[src/verilog/eq_defines.svh]
`ifndef EQ_DEFINES_SVH
`define EQ_DEFINES_SVH

// ----------------------------------------------------------------
// queue geometry and codes
// ----------------------------------------------------------------
`define EQ_DEPTH        20
`define EQ_PTR_W        5
`define EQ_CNT_W        5
`define EQ_CODE_W       16
`define EQ_OVERFLOW     16'hfea2
`define EQ_NO_ERROR     16'h0000

`endif

[src/verilog/eq_pkg.sv]
package eq_pkg;
  `include "eq_defines.svh"

  // ----------------------------------------------------------------
  // shared types
  // ----------------------------------------------------------------
  typedef logic [`EQ_CODE_W-1:0] eq_code_type;
  typedef logic [`EQ_PTR_W-1:0]  eq_ptr_type;
  typedef logic [`EQ_CNT_W:0]    eq_cnt_type;

  typedef enum logic [0:0] {
    EQ_IDLE = 1'b0,
    EQ_FULL = 1'b1
  } eq_state_type;
endpackage

[src/verilog/eq_mem_if.sv]
`timescale 1ns/1ns
// ----------------------------------------------------------------
// storage port bundle between queue control and the entry memory
// ----------------------------------------------------------------
interface eq_mem_if;
  import eq_pkg::*;
  logic        wr_en;
  eq_ptr_type  wr_addr;
  eq_code_type wr_data;
  eq_ptr_type  rd_addr;
  eq_code_type rd_data;

  modport ctrl (output wr_en, output wr_addr, output wr_data, output rd_addr,
                input rd_data);
  modport mem  (input wr_en, input wr_addr, input wr_data, input rd_addr,
                output rd_data);
endinterface

[src/verilog/eq_mem.sv]
`timescale 1ns/1ns
`include "eq_defines.svh"
// ----------------------------------------------------------------
// entry storage, registered read
// ----------------------------------------------------------------
module eq_mem
  import eq_pkg::*;
(
  input  wire logic sys_clk_i,
  eq_mem_if.mem     port
);
  eq_code_type store [0:`EQ_DEPTH-1];

  // read first (same-slot write returns old data), read data registered; no reset needed on storage
  always_ff @(posedge sys_clk_i) begin
    if (port.wr_en) begin
      store[port.wr_addr] <= port.wr_data;
    end
    port.rd_data <= store[port.rd_addr];
  end
endmodule

[src/verilog/eq_queue.sv]
`timescale 1ns/1ns
`include "eq_defines.svh"
module eq_queue
  import eq_pkg::*;
(
  input  wire logic        sys_clk_i,
  input  wire logic        reset_i,
  input  wire logic        syn_err_i,
  input  wire eq_code_type syn_code_i,
  input  wire logic        hw_err_i,
  input  wire eq_code_type hw_code_i,
  input  wire logic        rd_req_i,
  input  wire logic        clear_i,
  output logic             rd_valid_o,
  output eq_code_type      rd_code_o,
  output logic             rd_empty_o,
  output logic             err_ind_o,
  output eq_cnt_type       count_o
);
  eq_mem_if mif();

  eq_mem u_mem (
    .sys_clk_i (sys_clk_i),
    .port      (mif.mem)
  );

  // ----------------------------------------------------------------
  // state
  // ----------------------------------------------------------------
  eq_ptr_type   head;
  eq_ptr_type   tail;
  eq_cnt_type   count;
  eq_state_type state;
  logic         rd_pend;
  logic         rd_empty_pend;

  // ----------------------------------------------------------------
  // decode
  // ----------------------------------------------------------------
  // syntax source wins the port when both report; the hardware code is
  // then taken the next cycle only if the source holds it, a limitation
  wire         any_err  = syn_err_i | hw_err_i;
  eq_code_type in_code;
  assign in_code = syn_err_i ? syn_code_i : hw_code_i;
  wire         is_empty = (count == '0);
  wire         is_full  = (state == EQ_FULL);
  wire         do_rd    = rd_req_i & ~clear_i;
  wire         pop      = do_rd & ~is_empty;
  // full and reading: the pop frees a slot so the code is stored normally
  wire         push     = any_err & ~clear_i & (~is_full | pop);
  wire         ovf      = any_err & ~clear_i & is_full & ~pop;

  eq_ptr_type  head_inc;
  eq_ptr_type  tail_inc;
  eq_ptr_type  tail_last;
  assign head_inc  = (head == eq_ptr_type'(`EQ_DEPTH-1)) ? '0 : head + 1'b1;
  assign tail_inc  = (tail == eq_ptr_type'(`EQ_DEPTH-1)) ? '0 : tail + 1'b1;
  assign tail_last = (tail == '0) ? eq_ptr_type'(`EQ_DEPTH-1) : tail - 1'b1;

  eq_cnt_type next_count;
  assign next_count = clear_i ? '0 : count + eq_cnt_type'(push) - eq_cnt_type'(pop);

  // memory port: overflow rewrites the newest slot in place
  assign mif.wr_en   = push | ovf;
  assign mif.wr_addr = ovf ? tail_last : tail;
  assign mif.wr_data = ovf ? `EQ_OVERFLOW : in_code;
  assign mif.rd_addr = head;

  // ----------------------------------------------------------------
  // pointers and occupancy
  // ----------------------------------------------------------------
  always_ff @(posedge sys_clk_i) begin
    if (reset_i) begin
      head  <= '0;
      tail  <= '0;
      count <= '0;
      state <= EQ_IDLE;
    end else if (clear_i) begin
      head  <= '0;
      tail  <= '0;
      count <= '0;
      state <= EQ_IDLE;
    end else begin
      if (pop) head <= head_inc;
      if (push) tail <= tail_inc;
      count <= next_count;
      case (next_count == eq_cnt_type'(`EQ_DEPTH))
        1'b1:    state <= EQ_FULL;
        1'b0:    state <= EQ_IDLE;
        default: state <= EQ_IDLE;
      endcase
    end
  end

  // ----------------------------------------------------------------
  // read answer: memory data lands one cycle after the pop
  // ----------------------------------------------------------------
  always_ff @(posedge sys_clk_i) begin
    if (reset_i) begin
      rd_pend       <= 1'b0;
      rd_empty_pend <= 1'b0;
    end else begin
      rd_pend       <= do_rd;
      rd_empty_pend <= do_rd & is_empty;
    end
  end

  always_ff @(posedge sys_clk_i) begin
    if (reset_i) begin
      rd_valid_o <= 1'b0;
      rd_empty_o <= 1'b0;
      rd_code_o  <= '0;
      err_ind_o  <= 1'b0;
      count_o    <= '0;
    end else begin
      rd_valid_o <= rd_pend;
      rd_empty_o <= rd_empty_pend;
      rd_code_o  <= rd_empty_pend ? `EQ_NO_ERROR : mif.rd_data;
      err_ind_o  <= ~clear_i & (next_count != '0);
      count_o    <= clear_i ? '0 : next_count;
    end
  end
endmodule

[config.mk]
export PLATFORM = sky130hd
export DESIGN_NAME = eq_queue
export DESIGN_NICKNAME = d
export VERILOG_FILES = /design/src/verilog/eq_pkg.sv /design/src/verilog/eq_mem_if.sv /design/src/verilog/eq_mem.sv /design/src/verilog/eq_queue.sv
export VERILOG_INCLUDE_DIRS = /design/src /design/src/verilog
export SDC_FILE = /design/constraint.sdc
export NUM_CORES = 1
export LEC_CHECK = 0
export ABC_AREA = 1
export BUFFER_PORTS_ARGS = -buffer_cell sky130_fd_sc_hd__buf_2
export CAP_MARGIN = 0
export CORE_ASPECT_RATIO = 1.5
export CORE_MARGIN = 3
export CORE_UTILIZATION = 40
export DETAILED_ROUTE_END_ITERATION = 8
export GPL_ROUTABILITY_DRIVEN = 0
export PLACE_DENSITY = 0.54
export SLEW_MARGIN = 0
export SYNTH_ARGS = -nofsm -noshare
export SYNTH_HDL_FRONTEND = slang
export SYNTH_SLANG_ARGS = --single-unit
[constraint.sdc]
create_clock -name sys_clk_i -period 5.27 [get_ports sys_clk_i]
set_clock_uncertainty 0.2 [all_clocks]
set_input_delay 0.527 -clock sys_clk_i [delete_from_list [all_inputs] [get_ports sys_clk_i]]
set_output_delay 0.527 -clock sys_clk_i [all_outputs]
set_load 0.05 [all_outputs]
==> results of run 1 <==
cell type report:
class / instances / area [um2] / area share
clock buffer: 51 / 1077 / 0.06285
clock inverter: 13 / 155.1 / 0.009051
inverter: 62 / 235.2 / 0.01372
multi-input combinational: 842 / 3908 / 0.2280
sequential: 374 / 10700 / 0.6239
tap: 484 / 605.6 / 0.03533
timing repair buffer: 81 / 465.4 / 0.02715
stage by stage:
| stage | util | cell area (um2) | hold slack [ns] | setup slack (ns) | instances |
|---|---|---|---|---|---|
| finish | 0.4631 | 17140 | 0.05469 | 1.850 | 1907 |
| floorplan | - | 15110 | 0.1883 | 2.063 | 1346 |
| global route | 0.4631 | 17140 | 0.05603 | 1.557 | 1907 |
| global placement | 0.4298 | 15910 | 0.1962 | 1.696 | 1843 |
| detailed placement | 0.4298 | 15910 | 0.1993 | 1.580 | 1843 |
| CTS | 0.4631 | 17140 | 0.03931 | 1.792 | 1907 |
power by group:
part           total [mW]  internal, mW  switching [mW]
logic               0.582         0.139           0.443
clock network        2.69          1.58            1.11
registers            3.31          3.29          0.0179
total                6.58          5.01            1.57
critical path, cell delays in order, from the launching register on:
cell and delay, ns:
dfxtp_1 0.32, inv_1 0.08, ha_1 0.14, nand2_1 0.05, inv_1 0.04, nand2_1 0.07, nand2_2 0.21, nand2_2 0.30
o21ai_0 0.41, nand2_1 0.35, nor2_2 0.83
cells by family (layout without fill, tap and decap cells):
kind of cell	Yosys count	after routing	share of synthesized area
flops	374	374	0.7076
fa+ha+maj	12	12	0.01043
buf+inv	130	207	0.03660
xor+xnor	5	5	0.002898
compound gates	202	202	0.07130
simple gates	623	623	0.1712
Yosys cell counts (11+ instances only):
master    instances  share of area
a21oi_1          50          0.017
buf_2            19         0.0063
clkbuf_1         33         0.0082
dfxtp_1          54          0.072
edfxtp_1        320           0.64
ha_1             11         0.0091
inv_1            56          0.014
nand2_1         218          0.054
nand3_1         112          0.037
nor2_1          265          0.066
o211ai_1         16         0.0080
o21ai_0         117          0.039
o22ai_1          16         0.0066
worst paths after layout:
kind                               start                  to  depth (start not counted)
setup / recovery              count_o[2]  u_mem.store[10][8]                         10
setup reg to reg              count_o[2]  u_mem.store[10][8]                         10
hold / removal                  rd_req_i             rd_pend                          3
hold reg to reg   u_mem.port.rd_data[10]       rd_code_o[10]                          2
per-layer routing:
| metal | global-route usage | wire [um] |
|---|---|---|
| met1 | 0.2573 | 16610 |
| met2 | 0.3521 | 20820 |
| met3 | 0.02457 | 1755 |
| met4 | 0.06270 | 1025 |
| met5 | 0 | 0 |
flip-flops by register name (all words and copies together) (netlist names):
name and cells:
count_o 6, rd_valid_o 1, u_mem.port.rd_data 16, u_mem.store 320, is_full 1, rd_empty_pend 1
rd_pend 1, rd_empty_o 1, err_ind_o 1, rd_code_o 16, tail 5, head 5
==> impl_metrics.py, run 1 <==
metrics = {
    "cts": {
        "cts_setup_buffers": 0,
        "cts_tree": "built",
        "root_buffer": "clkbuf_16",
        "insertion_delay_ns": 0.54,
        "cts_made_buffers": 36,
        "clk_pin_slew_worst_paths_ns": 0.06,
        "ctsLongestPathBuffers": 3,
        "hold_buffers": 0,
        "cts-resized-gates": 0,
        "htree_levels": 2,
        "cts.sinks": 374,
    },
    "global_routing": {
        "antenna_found_initial": 1,
        "grtUsageTotal": 0.2006,
        "gr-total-overflow": 0,
        "grt_pass1_wl_um": 59750,
        "grt_max_degree": 162,
        "grt_pass1_vias": 9689,
    },
    "floorplan": {
        "fp.dieArea_um2": 40190,
        "num_rows": 86,
        "coreArea_um2": 37020,
        "start_util": 0.4082,
        "dieWidth_um": 164.7,
        "die_y_um": 244.0,
        "ios": 63,
    },
    "status": {
        "status": "completed",
    },
    "place": {
        "numPortBuffers": 62,
        "dp_hpwl_um": 24820,
    },
    "worst_setup_path": {
        "critical_path_arrival_ns": 3.37,
        "cp-end-kind": "flip-flop",
        "worst_setup_path_start_kind": "flip-flop",
        "r2r_slack_ns": 1.85,
        "worstPathRequired_ns": 5.22,
        "crit_fanout": 21,
        "crit_type": "reg2reg",
    },
    "flow_run": {
        "drv_cap": 0,
    },
    "timing": {
        "period_share": 0.6489,
        "max_freq_mhz": 292.4,
        "final.setup.tns_ns": 0,
        "fin_crit_ns": 3.420,
        "maxSlewHeadroom": 0.1803,
        "hold_viol_final": 0,
        "tightestPinTransition_ns": 1.226,
        "slew_violations": 0,
        "setup_viol": 0,
        "rsz0062_at_grt": "false",
    },
    "synth": {
        "avgSynthCellArea_um2": 11.22,
        "synth_enable_flop_cells": 320,
        "synth_warnings": 0,
        "synth_cell_types": 33,
        "syn-cell-area_um2": 15110,
        "yosysSeqAreaShare": 0.7076,
        "ys_ff_latch": 374,
        "synthFlopType": "edfxtp_1",
        "async_flop_share": 0,
        "syn_nets": 1396,
        "synth_cells": 1346,
    },
    "cells_and_area": {
        "antenna_cells": 0,
        "fill_cells": 3463,
        "layout_commonest_cell": "edfxtp_1",
        "fin_nets": 1447,
        "final_cell_mix": "320 x edfxtp_1, 251 x nor2_1, 218 x nand2_1",
        "drive_gt1_frac": 0.1279,
        "syn_to_final_growth_pct": 13.46,
    },
    "detailed_routing": {
        "dr.first_iter.drc_count": 743,
        "num_vias": 9954,
        "routed_wl_um": 40210,
        "drc": 0,
        "avgViaCountPerCell": 5.220,
        "routedWlPerCell_um": 21.08,
        "drtPass1Iterations": 5,
        "drtAntennaViolNets": 0,
    },
    "min_path": {
        "hp-class": "in2reg",
    },
    "power": {
        "p_total_mw": 6.581,
        "power_density_nw_per_um2": 383.9,
        "vdd_ir_drop_max_v": 0.0002365,
        "cellLeakagePower_nw": 6.295,
    },
}
(Power assumes the default switching activity.)
==> run 2: changes to the inputs <==
Settings changed: PLACE_DENSITY 0.54 to 0.56.
Clock period 5.27 ns to 2.8 ns, I/O delays scaled along.
==> impl_metrics.py, run 2 (same netlist as run 1, synthesis figures left out) <==
metrics = {
    "flow_run": {
        "drv_cap": 0,
    },
    "cts": {
        "cts.sinks": 374,
        "cts_made_buffers": 36,
        "cts_setup_buffers": 0,
        "cts_tree": "built",
        "htree_levels": 2,
        "insertion_delay_ns": 0.53,
        "ctsLongestPathBuffers": 3,
        "root_buffer": "clkbuf_16",
        "clk_pin_slew_worst_paths_ns": 0.06,
    },
    "timing": {
        "tightestPinTransition_ns": 0.7310,
        "maxSlewHeadroom": 0.5122,
        "period_share": 0.9458,
        "max_freq_mhz": 377.6,
        "hold_viol_final": 0,
        "setup_viol": 0,
        "rsz0062_at_grt": "false",
        "slew_violations": 0,
        "fin_crit_ns": 2.648,
        "final.setup.tns_ns": 0,
    },
    "worst_setup_path": {
        "critical_path_arrival_ns": 2.87,
        "crit_fanout": 4,
        "reg2reg_from": "count_o[2]",
        "crit_type": "reg2reg",
        "ff2ff_path_depth": 18,
        "reg2reg_to": "err_ind_o",
        "worstPathRequired_ns": 3.02,
        "worst_setup_path_start_kind": "flip-flop",
        "cp-end-kind": "flip-flop",
        "r2r_slack_ns": 0.15,
    },
    "place": {
        "place_area_um2": 16590,
        "dp_hpwl_um": 24540,
        "numPortBuffers": 62,
    },
    "floorplan": {
        "coreArea_um2": 37020,
        "fp.dieArea_um2": 40190,
        "start_util": 0.4082,
        "die_y_um": 244.0,
        "dieWidth_um": 164.7,
        "ios": 63,
        "num_rows": 86,
    },
    "power": {
        "vdd_ir_drop_max_v": 0.0005033,
        "p_total_mw": 12.13,
        "power_density_nw_per_um2": 681.9,
        "cellLeakagePower_nw": 6.600,
    },
    "detailed_routing": {
        "drc": 0,
        "drtPass1Iterations": 8,
        "avgViaCountPerCell": 5.100,
        "num_vias": 10021,
        "dr_wl_met3_um": 1575,
        "dr.first_iter.drc_count": 699,
        "routed_wl_um": 37600,
        "drtAntennaViolNets": 0,
        "wl_met2_um": 19650,
        "routedWlPerCell_um": 19.14,
        "wl_met1_um": 15120,
        "highest_layer": "met4",
    },
    "cells_and_area": {
        "utilization": 0.4805,
        "seqCellArea_um2": 10710,
        "regMostFlops": "u_mem.store",
        "layout_commonest_cell": "edfxtp_1",
        "antenna_cells": 0,
        "final_cell_mix": "320 x edfxtp_1, 254 x nor2_1, 216 x nand2_1",
        "largest_reg_flops": 320,
        "design_area_um2": 17790,
        "fin_nets": 1503,
        "syn_to_final_growth_pct": 17.73,
        "multi_input_comb_area_um2": 3934,
        "fill_cells": 3368,
        "drive_gt1_frac": 0.1607,
        "largestRegisters": "u_mem.store: 320 flops, rd_code_o: 16 flops, u_mem.port.rd_data: 16 flops",
    },
    "global_routing": {
        "grt_max_degree": 84,
        "gr-total-overflow": 0,
        "grt_pass1_vias": 10106,
        "grt_pass1_wl_um": 58030,
        "antenna_found_initial": 0,
        "grtUsageTotal": 0.1896,
    },
    "min_path": {
        "hp-start": "syn_code_i[1]",
        "hp-class": "in2reg",
        "hold_path_end": "u_mem.store[2][1]",
        "holdPathStages": 4,
    },
    "status": {
        "status": "completed",
    },
}
==> run 2: changes by cell type in the layout (fill, tap and decap cells not counted), moves of 3 or more <==
cell	previous run	this run
buf_12	1	21
nor2_1	251	254
inv_2	3	8
buf_4	18	51
dfxtp_4	1	5
dfxtp_1	52	46
clkinvlp_4	3	0
dlygate4sd3_1	0	3
nor2_2	20	17
clkinv_1	3	8
clkbuf_1	4	10
inv_1	56	51
==> run 2: layout make-up <==
| cell class | instances | share of cell area |
|---|---|---|
| Clock buffer | 52 | 0.05803 |
| Multi-Input combinational cell | 842 | 0.2212 |
| Clock inverter | 14 | 0.006964 |
| Inverter | 62 | 0.01322 |
| Sequential cell | 374 | 0.6023 |
| Timing Repair Buffer | 137 | 0.06429 |
| Tap cell | 484 | 0.03405 |
==> run 2: repair_timing <==
item / in CTS / in global routing
hold buffers: 3 / 0
gates resized for setup: 0 / 4
endpoints found under the hold margin: 8 / 0
setup endpoints to repair: 0 / 46
==> run 2: metrics by stage <==
step                worst slack, ns  hold WS, ns  instances
floorplan                   0.01472       0.1883       1346
global placement             0.1375       0.1973       1896
detailed placement           0.1343       0.2004       1896
CTS                          0.1175       0.1358       1965
global route               0.001410       0.1847       1965
finish                       0.1518       0.1491       1965
==> run 2: worst max path at each step <==
stage / slack (ns) / endpoint / depth (start not counted) / start
finish: 0.15 / err_ind_o / 18 / count_o[2]
global route: 0.001 / err_ind_o / 18 / count_o[2]
CTS: 0.12 / err_ind_o / 18 / count_o[2]
detailed placement: 0.13 / err_ind_o / 18 / count_o[2]
global placement: 0.14 / err_ind_o / 18 / count_o[2]
floorplan: 0.01 / err_ind_o / 19 / count_o[2]
==> run 2: critical path, stage by stage (launching register included) <==
cell     delay (ns)
dfxtp_4        0.35
inv_2          0.04
ha_1           0.18
nand2_1        0.08
inv_1          0.05
nand2_2        0.06
nand2_2        0.08
nand2_2        0.08
nand2_4        0.06
ha_4           0.25
inv_2          0.03
ha_4           0.15
fa_2           0.43
inv_2          0.08
a21oi_2        0.05
a21oi_1        0.14
nand3_1        0.10
nand2_1        0.07
nand2_1        0.04
==> run 2: per-layer routing <==
layer / global-route usage / vias to the layer above
met5: 0 / -
met4: 0.06813 / 0
met3: 0.02491 / 66
met2: 0.3385 / 268
met1: 0.2328 / 4813
li1: - / 4874
==> run 2: report_power, final <==
group	leakage, nW	internal (mW)	switching (mW)
clock network	0.566	2.76	2.01
registers	3.35	6.19	0.0397
logic	2.69	0.320	0.813
total	6.60	9.27	2.86
